<file path="src/rtl/pmta_pkg.sv">
// Package for the program memory table access block
package pmta_pkg;
  localparam int unsigned ptr_width = 16;
  localparam int unsigned word_width = 16;
  localparam int unsigned byte_width = 8;
  localparam logic [15:0] ptr_reset = 16'h0000;
  localparam logic [15:0] latch_reset = 16'h0000;
  localparam logic [15:0] ptr_step = 16'h0001;
  // Bus phase counts inside one instruction cycle pair
  localparam logic [1:0] write_cycles = 2'h2;
  // Interrupt source indexes, highest priority first
  localparam int unsigned src_ext_pin = 0;
  localparam int unsigned src_timer_zero = 1;
  localparam int unsigned src_timer_clock = 2;
  localparam int unsigned src_count = 3;

  // Operation codes from the core
  typedef enum logic [2:0]
  {
    pmta_op_latch_load = 3'h0,
    pmta_op_latch_read = 3'h1,
    pmta_op_table_write = 3'h2,
    pmta_op_table_read = 3'h3,
    pmta_op_ptr_load = 3'h4
  } pmta_op_type;

  typedef enum logic [4:0]
  {
    pmta_st_idle = 5'h01,
    pmta_st_wr_first = 5'h02,
    pmta_st_wr_second = 5'h04,
    pmta_st_rd_first = 5'h08,
    pmta_st_rd_second = 5'h10
  } pmta_state_type;
endpackage

</file>
<file path="src/rtl/pmta_irq_clear.sv">
// Interrupt flag clear and peripheral acknowledge in the cycle after an external table write
`timescale 1ns/1ps
module pmta_irq_clear
(
  input wire logic clk_sys,
  input wire logic reset,
  input wire logic write_done,
  input wire logic [2:0] core_flag_pending,
  input wire logic peripheral_pending,
  output logic [2:0] core_flag_clear,
  output logic peripheral_ack
);
  logic seen_q;
  logic seen_d;
  logic [2:0] clear_d;
  logic [2:0] clear_q;
  logic ack_q;
  logic ack_d;
  wire logic any_pending;

  assign any_pending = (|core_flag_pending) | peripheral_pending;
  // Remember any interrupt pending before or during the write
  assign seen_d = write_done ? 1'b0 : (seen_q | any_pending);

  // RL4 priority flag clear
  assign clear_d = !(write_done && (seen_q || any_pending)) ? 3'h0 :
    core_flag_pending[pmta_pkg::src_ext_pin] ? 3'h1 :
    core_flag_pending[pmta_pkg::src_timer_zero] ? 3'h2 :
    core_flag_pending[pmta_pkg::src_timer_clock] ? 3'h4 : 3'h0;
  // RL4 else peripheral acknowledge
  assign ack_d = write_done && (seen_q || any_pending) && (clear_d == 3'h0)
    && peripheral_pending;

  always_ff @(posedge clk_sys or posedge reset)
  begin
    if (reset)
    begin
      seen_q <= 1'b0;
      clear_q <= 3'h0;
      ack_q <= 1'b0;
    end
    else
    begin
      seen_q <= seen_d;
      clear_q <= clear_d;
      ack_q <= ack_d;
    end
  end

  assign core_flag_clear = clear_q;
  assign peripheral_ack = ack_q;
endmodule // pmta_irq_clear

</file>
<file path="src/rtl/pmta_table_access.sv">
// Table pointer, table latch and program memory access sequencer
// Summary of operation
// RL1 - External table write always takes exactly two instruction cycles.
// RL2 - Second cycle of external table write drives the latched word out.
// RL3 - Pending or arriving interrupt never aborts an external table write.
// RL4 - Write with interrupt clears highest external flag or acknowledges peripheral.
// RL5 - Increment operand set bumps pointer after access; clear leaves it.
// RL6 - Table read fetches word at pointer into the latch.
// RL7 - First read after pointer load returns an undefined dummy byte.
// RL8 - After read transfer, whole latch reloads from updated pointer address.
// RL9 - Software prepares external writes exactly like internal writes.
// RL10 - Software masks interrupts, raises voltage, clears watchdog, writes, verifies.
// RL11 - One word moves as two byte operations through the latch.
// RL12 - External access only in extended or microprocessor mode.
// RL13 - Byte select picks high or low latch byte.
`timescale 1ns/1ps
module pmta_table_access
(
  input wire logic clk_sys,
  input wire logic reset,
  input wire logic op_valid,
  output logic op_ready,
  input wire pmta_pkg::pmta_op_type op_code,
  input wire logic op_high_byte,
  input wire logic op_increment,
  input wire logic [7:0] op_data,
  input wire logic external_mode,
  output logic [7:0] read_byte,
  output logic read_byte_valid,
  output logic [15:0] program_word_pointer,
  output logic [15:0] program_word_latch,
  output logic ext_addr_strobe,
  output logic ext_read_enable,
  output logic ext_write_strobe,
  output logic [15:0] ext_ad_out,
  output logic ext_ad_oe,
  input wire logic [15:0] ext_ad_in,
  output logic int_mem_write,
  output logic int_mem_read,
  output logic [15:0] int_mem_addr,
  output logic [15:0] int_mem_wdata,
  input wire logic [15:0] int_mem_rdata,
  input wire logic [2:0] core_flag_pending,
  input wire logic peripheral_pending,
  output logic [2:0] core_flag_clear,
  output logic peripheral_ack
);
  pmta_pkg::pmta_state_type state_q;
  pmta_pkg::pmta_state_type state_d;
  logic [15:0] ptr_q;
  logic [15:0] ptr_d;
  logic [15:0] latch_q;
  logic [15:0] latch_d;
  logic inc_q;
  logic ext_q;
  logic [7:0] rbyte_q;
  logic [7:0] rbyte_d;
  logic rvalid_q;
  logic rvalid_d;
  logic ale_q;
  logic oe_q;
  logic wr_q;
  logic [15:0] ad_q;
  logic ad_oe_q;
  logic ale_d;
  logic oe_d;
  logic wr_d;
  logic [15:0] ad_d;
  logic ad_oe_d;
  wire logic idle;
  wire logic take;
  wire logic write_done;
  wire logic [15:0] fetched;
  wire logic [15:0] ptr_next;
  wire logic [15:0] ptr_take_next;
  wire logic ext_q_next;

  function automatic logic [15:0] bump(input logic [15:0] p, input logic inc);
    bump = inc ? p + pmta_pkg::ptr_step : p;
  endfunction

  function automatic logic [15:0] put_byte(input logic [15:0] w, input logic hi,
    input logic [7:0] b);
    put_byte = hi ? {b, w[7:0]} : {w[15:8], b};
  endfunction

  function automatic logic [7:0] get_byte(input logic [15:0] w, input logic hi);
    get_byte = hi ? w[15:8] : w[7:0];
  endfunction

  assign idle = (state_q == pmta_pkg::pmta_st_idle);
  // Core stalls while a two-cycle access runs
  assign op_ready = idle;
  assign take = idle && op_valid;
  // RL12 external only in extended modes
  assign fetched = ext_q ? ext_ad_in : int_mem_rdata;
  // RL5 pointer step after access
  assign ptr_next = bump(ptr_q, inc_q);
  // Read steps at acceptance so the refetch address is known in cycle one
  assign ptr_take_next = bump(ptr_q, op_increment);
  assign ext_q_next = take ? external_mode : ext_q;
  assign write_done = (state_q == pmta_pkg::pmta_st_wr_second) && ext_q;

  // RL1 fixed two-cycle sequence
  always_comb
  begin
    state_d = state_q;
    case (state_q)
      pmta_pkg::pmta_st_idle:
      begin
        if (take && op_code == pmta_pkg::pmta_op_table_write)
          state_d = pmta_pkg::pmta_st_wr_first;
        else if (take && op_code == pmta_pkg::pmta_op_table_read)
          state_d = pmta_pkg::pmta_st_rd_first;
      end
      // RL3 no abort path exists
      pmta_pkg::pmta_st_wr_first: state_d = pmta_pkg::pmta_st_wr_second;
      pmta_pkg::pmta_st_wr_second: state_d = pmta_pkg::pmta_st_idle;
      pmta_pkg::pmta_st_rd_first: state_d = pmta_pkg::pmta_st_rd_second;
      pmta_pkg::pmta_st_rd_second: state_d = pmta_pkg::pmta_st_idle;
      default: state_d = pmta_pkg::pmta_st_idle;
    endcase
  end

  always_comb
  begin
    ptr_d = ptr_q;
    latch_d = latch_q;
    rbyte_d = rbyte_q;
    rvalid_d = 1'b0;
    if (take)
    begin
      case (op_code)
        // RL13 byte select on latch load
        pmta_pkg::pmta_op_latch_load: latch_d = put_byte(latch_q, op_high_byte, op_data);
        pmta_pkg::pmta_op_table_write: latch_d = put_byte(latch_q, op_high_byte, op_data);
        // RL11 byte transfer out of latch
        pmta_pkg::pmta_op_latch_read:
        begin
          rbyte_d = get_byte(latch_q, op_high_byte);
          rvalid_d = 1'b1;
        end
        // RL7 byte is stale latch content
        pmta_pkg::pmta_op_table_read:
        begin
          rbyte_d = get_byte(latch_q, op_high_byte);
          rvalid_d = 1'b1;
          // RL8 refetch from updated pointer
          ptr_d = ptr_take_next;
        end
        pmta_pkg::pmta_op_ptr_load: ptr_d = put_byte(ptr_q, op_high_byte, op_data);
        default: ptr_d = ptr_q;
      endcase
    end
    // RL6 latch filled from program memory
    if (state_q == pmta_pkg::pmta_st_rd_second)
      latch_d = fetched;
    if (state_q == pmta_pkg::pmta_st_wr_second)
      ptr_d = ptr_next;
  end

  // RL2 bus phases of the access
  always_comb
  begin
    ale_d = 1'b0;
    oe_d = 1'b0;
    wr_d = 1'b0;
    ad_d = 16'h0000;
    ad_oe_d = 1'b0;
    if (state_d == pmta_pkg::pmta_st_wr_first && ext_q_next)
    begin
      ale_d = 1'b1;
      ad_d = ptr_q;
      ad_oe_d = 1'b1;
    end
    else if (state_d == pmta_pkg::pmta_st_wr_second && ext_q)
    begin
      wr_d = 1'b1;
      ad_d = latch_q;
      ad_oe_d = 1'b1;
    end
    // Address in cycle one so data stands while the latch loads
    else if (state_d == pmta_pkg::pmta_st_rd_first && ext_q_next)
    begin
      ale_d = 1'b1;
      ad_d = ptr_take_next;
      ad_oe_d = 1'b1;
    end
    else if (state_d == pmta_pkg::pmta_st_rd_second && ext_q)
      oe_d = 1'b1;
  end

  always_ff @(posedge clk_sys or posedge reset)
  begin
    if (reset)
    begin
      state_q <= pmta_pkg::pmta_st_idle;
      ptr_q <= pmta_pkg::ptr_reset;
      latch_q <= pmta_pkg::latch_reset;
      inc_q <= 1'b0;
      ext_q <= 1'b0;
      rbyte_q <= 8'h00;
      rvalid_q <= 1'b0;
      ale_q <= 1'b0;
      oe_q <= 1'b0;
      wr_q <= 1'b0;
      ad_q <= 16'h0000;
      ad_oe_q <= 1'b0;
    end
    else
    begin
      state_q <= state_d;
      ptr_q <= ptr_d;
      latch_q <= latch_d;
      inc_q <= take ? op_increment : inc_q;
      ext_q <= ext_q_next;
      rbyte_q <= rbyte_d;
      rvalid_q <= rvalid_d;
      ale_q <= ale_d;
      oe_q <= oe_d;
      wr_q <= wr_d;
      ad_q <= ad_d;
      ad_oe_q <= ad_oe_d;
    end
  end

  // Internal memory path used outside the extended modes
  assign int_mem_write = (state_q == pmta_pkg::pmta_st_wr_second) && !ext_q;
  assign int_mem_read = (state_q == pmta_pkg::pmta_st_rd_second) && !ext_q;
  assign int_mem_addr = ptr_q;
  assign int_mem_wdata = latch_q;
  assign read_byte = rbyte_q;
  assign read_byte_valid = rvalid_q;
  assign program_word_pointer = ptr_q;
  assign program_word_latch = latch_q;
  assign ext_addr_strobe = ale_q;
  assign ext_read_enable = oe_q;
  assign ext_write_strobe = wr_q;
  assign ext_ad_out = ad_q;
  assign ext_ad_oe = ad_oe_q;

  // RL4 flag clear at write end
  pmta_irq_clear u_irq_clear
  (
    .clk_sys(clk_sys),
    .reset(reset),
    .write_done(write_done),
    .core_flag_pending(core_flag_pending),
    .peripheral_pending(peripheral_pending),
    .core_flag_clear(core_flag_clear),
    .peripheral_ack(peripheral_ack)
  );
endmodule // pmta_table_access

</file>
<file path="config.mk">
export PLATFORM = sky130hd
export DESIGN_NAME = pmta_table_access
export DESIGN_NICKNAME = d
export VERILOG_FILES = /design/src/rtl/pmta_pkg.sv /design/src/rtl/pmta_irq_clear.sv /design/src/rtl/pmta_table_access.sv
export SDC_FILE = /design/constraint.sdc
export NUM_CORES = 1
export LEC_CHECK = 0
export BUFFER_PORTS_ARGS = -buffer_cell sky130_fd_sc_hd__buf_2
export CAP_MARGIN = 25
export CORE_MARGIN = 2
export CORE_UTILIZATION = 45
export CTS_BUF_LIST = sky130_fd_sc_hd__clkbuf_8
export DETAILED_ROUTE_END_ITERATION = 10
export GPL_TIMING_DRIVEN = 0
export PLACE_DENSITY = 0.83
export SETUP_SLACK_MARGIN = 0.2
export SYNTH_ARGS = -nofsm -noshare
export SYNTH_HDL_FRONTEND = slang
export SYNTH_SLANG_ARGS = --single-unit
</file>
<file path="constraint.sdc">
create_clock -name clk_sys -period 2.1 [get_ports clk_sys]
set_clock_uncertainty 0.05 [all_clocks]
set_input_delay 0.21 -clock clk_sys [delete_from_list [all_inputs] [get_ports clk_sys]]
set_output_delay 0.21 -clock clk_sys [all_outputs]
set_load 0.01 [all_outputs]
</file>
## Word-level counts from Yosys, hierarchy flattened

Index checks and enable logic that the tools add are counted.

- Eq/ne operators: 17
- Muxes and demuxes: 36
- Div/mod/pow operators: 0
- Order comparisons: 0
- Multipliers: 0
- Bitwise logic cells: 2
- Reductions and logical operators: 30
- Shift-type cells: 0
- Add/sub/neg operators: 1

Operator list:

| kind | number |
|---|---|
| $mux 16 | 12 |
| $pmux 16 s2 | 1 |
| $add 16x1->16 const B | 1 |
| $mux 1 | 15 |
| $pmux 5 s3 | 1 |
| $logic_and 1x1->1 | 13 |
| $mux 3 | 4 |
| $eq 5x2->1 const B | 2 |
| $eq 5x3->1 const B | 2 |
| $eq 5x4->1 const B | 2 |
| $eq 5x5->1 const B | 2 |
| $mux 5 | 2 |
| $mux 8 | 1 |
| $reduce_and 4->1 | 2 |
| $reduce_bool 2->1 | 4 |
| $eq 3x2->1 const B | 2 |
| $logic_not 3->1 | 2 |
| $ne 3x3->1 const B | 2 |
| $reduce_and 3->1 | 2 |
| $eq 5x1->1 const B | 1 |
| $reduce_or 2->1 | 2 |
| $eq 3x1->1 const B | 1 |
| $eq 3x3->1 const B | 1 |
| $reduce_bool 3->1 | 1 |
| 7 further kinds | 8 |

- Bits in latches: 0
- Memories: 0
- Bits in writable memories: 0
- ROM bits: 0
- Output and inout bits: 100
- Flip-flop bits (word level): 73

## Longest topological paths before layout

- Depth after elaboration: 12
- Depth in mapped cells: 8

## By module

Synthesis repeated with hierarchy kept, for this count alone.

- Cells, all modules: 505
- Area, all modules: 4,559.4 um^2

By module, submodules not included:

| module | instances | seq. area each (um^2) | cells an instance | area an instance (um^2) |
|---|---|---|---|---|
| pmta_table_access | 1 | 1,702.9 | 495 | 4,411.7 |
| pmta_irq_clear | 1 | 100.1 | 10 | 147.6 |

## Least setup slack after synthesis

Ideal clock, no wire load.

- Kind: register to register
- From: register ptr_q[0] (netlist: int_mem_addr[0])
- To: register ptr_q[6] (netlist: int_mem_addr[6])
- Stages on the path, launching flop included: 7
- Setup slack: 0.097 ns
- Data arrival time: 1.849 ns
- Library setup time: 0.104 ns
- Cells stage by stage: dfrtp_1 ha_1 nand4_1 or2_2 xnor2_1 o32ai_1 a221oi_1

- Word-level cells in the longest chain between the ends: 5

Ends and longest elaborated chain:

| item | RTL line | source |
|---|---|---|
| start, declared | pmta_table_access.sv:50 | `logic [15:0] ptr_q;` |
| start signal, assigned | pmta_table_access.sv:198 | `ptr_q <= pmta_pkg::ptr_reset;` |
| start signal, assigned | pmta_table_access.sv:213 | `ptr_q <= ptr_d;` |
| $add 16x1->16 (*) | pmta_table_access.sv:79 | `bump = inc ? p + pmta_pkg::ptr_step : p;` |
| $mux 16 | pmta_table_access.sv:79 |  |
| $pmux 16 s2 | pmta_table_access.sv:133 | `case (op_code)` |
| $mux 16 | pmta_table_access.sv:131 | `if (take)` |
| $mux 16 (*) | pmta_table_access.sv:158 | `if (state_q == pmta_pkg::pmta_st_wr_second)` |

Mark *: on every way between the ends. The rest lies on a longest branch, timed or not. The select of a mux whose other input is x is not followed.
A chain may end at the register's enable or synchronous reset.

## Worst setup path in the final report

- From: register state_q[1]
- To: output int_mem_read

- Word-level cells in the longest chain between the ends: 2

Ends and longest elaborated chain:

| item | RTL line | source |
|---|---|---|
| start, declared | pmta_table_access.sv:48 | `pmta_pkg::pmta_state_type state_q;` |
| start signal, assigned | pmta_table_access.sv:197 | `state_q <= pmta_pkg::pmta_st_idle;` |
| start signal, assigned | pmta_table_access.sv:212 | `state_q <= state_d;` |
| $eq 5x5->1 | pmta_table_access.sv:229 | `assign int_mem_read = (state_q == pmta_pkg::pmta_st_rd_second) && !ext_q;` |
| $logic_and 1x1->1 | pmta_table_access.sv:229 |  |
| end, declared | pmta_table_access.sv:39 | `output logic int_mem_read,` |

Every way passes these cells.

==> flow_metrics.tcl <==
set metrics [dict create \
    status "complete, but fails checks" \
    violations "setup timing" \
    end_kind "output pin" \
    port_buffers 151 \
    drtAntennaViolNets 0 \
    cp.arrival_ns 1.98 \
    r2r_slack_ns -0.09 \
    antenna_found_initial 0 \
    cts_buffers 9 \
    dieWidth_um 105 \
    drt-total-wl_mm 21.0 \
    peakVddDrop_mv 0.473 \
    grt_first_pass_wirelength_mm 27.8 \
    period_share 1.07 \
    synthArstFlopShare 1.00 \
    detail_route.wl_per_cell_um 23.1 \
    synth-edff-count 0 \
    start_util 0.466 \
    drive_gt1_frac 0.588 \
    tns_ns -0.442 \
    hp-class "in -> reg" \
    die_height_um 105 \
    rsz0062_at_grt "true" \
    ys.flop_type "dfrtp_1" \
    area_growth_pct 67.8 \
    yosysTopAreaCellShare 0.390 \
    required_ns 1.84 \
    synth_area_leaders "dfrtp_1, buf_4, mux2i_1, nand2_1, nand3_1" \
    fmax_mhz 445 \
    antennaDiodeCount 0 \
    ys_ff_latch 72 \
    synth_area_um2 4550 \
    clk_latency_ns 0.38 \
    firstDrtPassIters 6 \
    nets 826 \
    critPathKind "reg -> out" \
    maxSlewViolCount 0 \
    netlist.top_cell.by_area "dfrtp_1" \
    viasPerCell 6.32 \
    synth-seq-area-share 0.396 \
    synth_cell_types 63 \
    hold_viol 0 \
    post_synth.cell_area_avg_um2 8.82 \
    syn_nets 570 \
    worstMarginPinSlew_ns 0.709 \
    relSlewSlack 0.528 \
    dieArea_um2 10900 \
    crit_path_max_fanout 2 \
    routed-via-count 5742 \
    cts.sinks 72 \
    leakage_nw 3.56 \
    ios 153 \
    setup_violations 6 \
    setup_slack_ns -0.145 \
    synth_warnings 0 \
    startpoint_type "flip-flop" \
    track_usage 0.327 \
    clock_path_buffers 2 \
    cts_root_buf "clkbuf_8" \
    grt_max_degree 44 \
    dp_hpwl_mm 11.8 \
    p_per_area_nw_per_um2 877 \
    place.gp.congestion 0.970 \
    drt_iter0_drc 623 \
    fp-row-count 36 \
    grt.overflow.total 0 \
    timing.final.crit_period_ns 2.24 \
    grt_pass1_vias 5175 \
    h-tree-depth 3 \
    maxCapViolations 0 \
    cts_tree "done" \
    clk_pin_slew_ns 0.08 \
    total_power_mw 6.70 \
    drc 0 \
    syn_inst 516 \
    core_area_um2 9770 \
]
## cell type report
| cell class | count | area [um^2] |
|---|---|---|
| fillers | 593 | 2140 |
| clock inverters | 4 | 68.8 |
| plain buffers | 73 | 631 |
| inverters | 9 | 37.5 |
| clock buffers | 11 | 151 |
| well taps | 133 | 166 |
| flip-flops and latches | 72 | 1810 |
| multi-input cells | 362 | 3090 |
| repair buffers | 245 | 1690 |
## what timing repair did
item	in CTS	in global routing
pin swaps	31	48
buffers inserted	45	38
setup endpoints to repair	61	59
endpoints found under the hold margin	31	0
hold buffers	3	0
gates cloned	3	4
resized for setup	108	166
## cell families (layout without fill, tap and decap cells)
family,count (synthesis),after routing,share of synthesized area
xor gates and xnor gates,8,8,0.0154
buffers and inverters,82,342,0.110
DFF,72,72,0.396
and+or+nand+nor,192,192,0.222
adders and majority gates,1,1,0.00275
AOI/OAI and AO/OA,136,136,0.199
muxes,25,25,0.0550
## layout by cell type, fill, tap and decap left out, types with 4 or more instances in the layout
master / n
a211oi_1: 5
a21oi_1: 26
a21oi_2: 4
a221o_1: 5
a22oi_2: 4
a31oi_1: 6
and2_1: 4
and3_1: 7
buf_12: 4
buf_2: 153
buf_4: 95
buf_6: 36
buf_8: 9
clkbuf_1: 7
clkbuf_8: 11
dfrtp_1: 66
dfrtp_2: 5
inv_1: 9
mux2i_1: 25
nand2_1: 39
nand2_2: 6
nand2_4: 7
nand3_1: 12
nand3_2: 14
nand3_4: 7
nand4_1: 9
nor2_1: 21
nor2_4: 4
nor3_1: 9
nor3_2: 5
nor3_4: 4
nor4_4: 5
o211ai_1: 10
o21ai_0: 10
o21ai_1: 14
o21ai_2: 9
o221ai_2: 10
or3_4: 5
## synth_stat cells (3+ instances only)
cell and n:
a221o_1 5, nor3_1 18, buf_2 16, o21ai_1 6, nand4_1 9, nor3b_1 3, o221ai_1 11, xnor2_1 5
a211oi_1 9, buf_6 5, clkbuf_1 13, and3_1 7, nor4_1 8, a31oi_1 6, xor2_1 3, or3_1 5
dfrtp_1 71, o211ai_1 10, nor2_1 27, a22oi_1 4, buf_4 36, nand3_1 33, a32oi_1 4, a21o_1 3
inv_1 9, and2_1 5, o21ai_0 28, or2_2 3, nand2_1 55, mux2i_1 25, a21oi_1 31
## path summary, 6_finish.rpt
path,from,end,cells after the start
min in group asynchronous,reset,int_mem_addr[4],3
worst min register to register,read_byte[1],read_byte[1],2
worst max-delay path,state_q[1],int_mem_read,6
worst max register to register,state_q[3],ext_ad_out[10],7
worst min-delay path,peripheral_pending,u_irq_clear.peripheral_ack,3
max in group asynchronous,reset,state_q[0],4
## layer usage
metal	GRT usage	vias up	wire (um)
li1	-	2387	-
met1	0.406	2659	6920
met2	0.537	517	9830
met3	0.0661	179	2590
met4	0.170	0	1640
met5	0	-	0
## worst max-delay path, cell delays in order (launching register included)
cell and delay (ns):
dfrtp_1 0.41, or3_4 0.40, or3b_4 0.39, buf_6 0.13, buf_8 0.11, nor2_4 0.07
buf_6 0.10
## metrics by stage
step | utilization | instance area, um^2 | worst slack, ns | std cells | hold WS [ns]
CTS | 0.670 | 6550 | -0.134 | 867 | 0.0125
global placement | 0.561 | 5490 | -0.211 | 800 | 0.353
finish | 0.781 | 7640 | -0.145 | 909 | 0.00657
detailed placement | 0.563 | 5510 | -0.204 | 801 | 0.289
floorplan | - | 4560 | 0.201 | 516 | 0.230
global route | 0.781 | 7640 | -0.164 | 909 | 0.0134
## flip-flops by register name (all words and copies together) (netlist names)
name	flops
ext_addr_strobe	1
state_q	5
ext_read_enable	1
read_byte	8
ext_ad_oe	1
read_byte_valid	1
ext_q	1
inc_q	1
ext_write_strobe	1
u_irq_clear.peripheral_ack	1
u_irq_clear.core_flag_clear	3
int_mem_wdata	16
int_mem_addr	16
ext_ad_out	16
## where the power goes
group          switching (mW)  internal, mW
sequential              0.421          1.65
clock                   0.552         0.722
combinational            1.76          1.60
total                    2.73          3.96
Note: power is estimated with default switching activity, not from simulation.
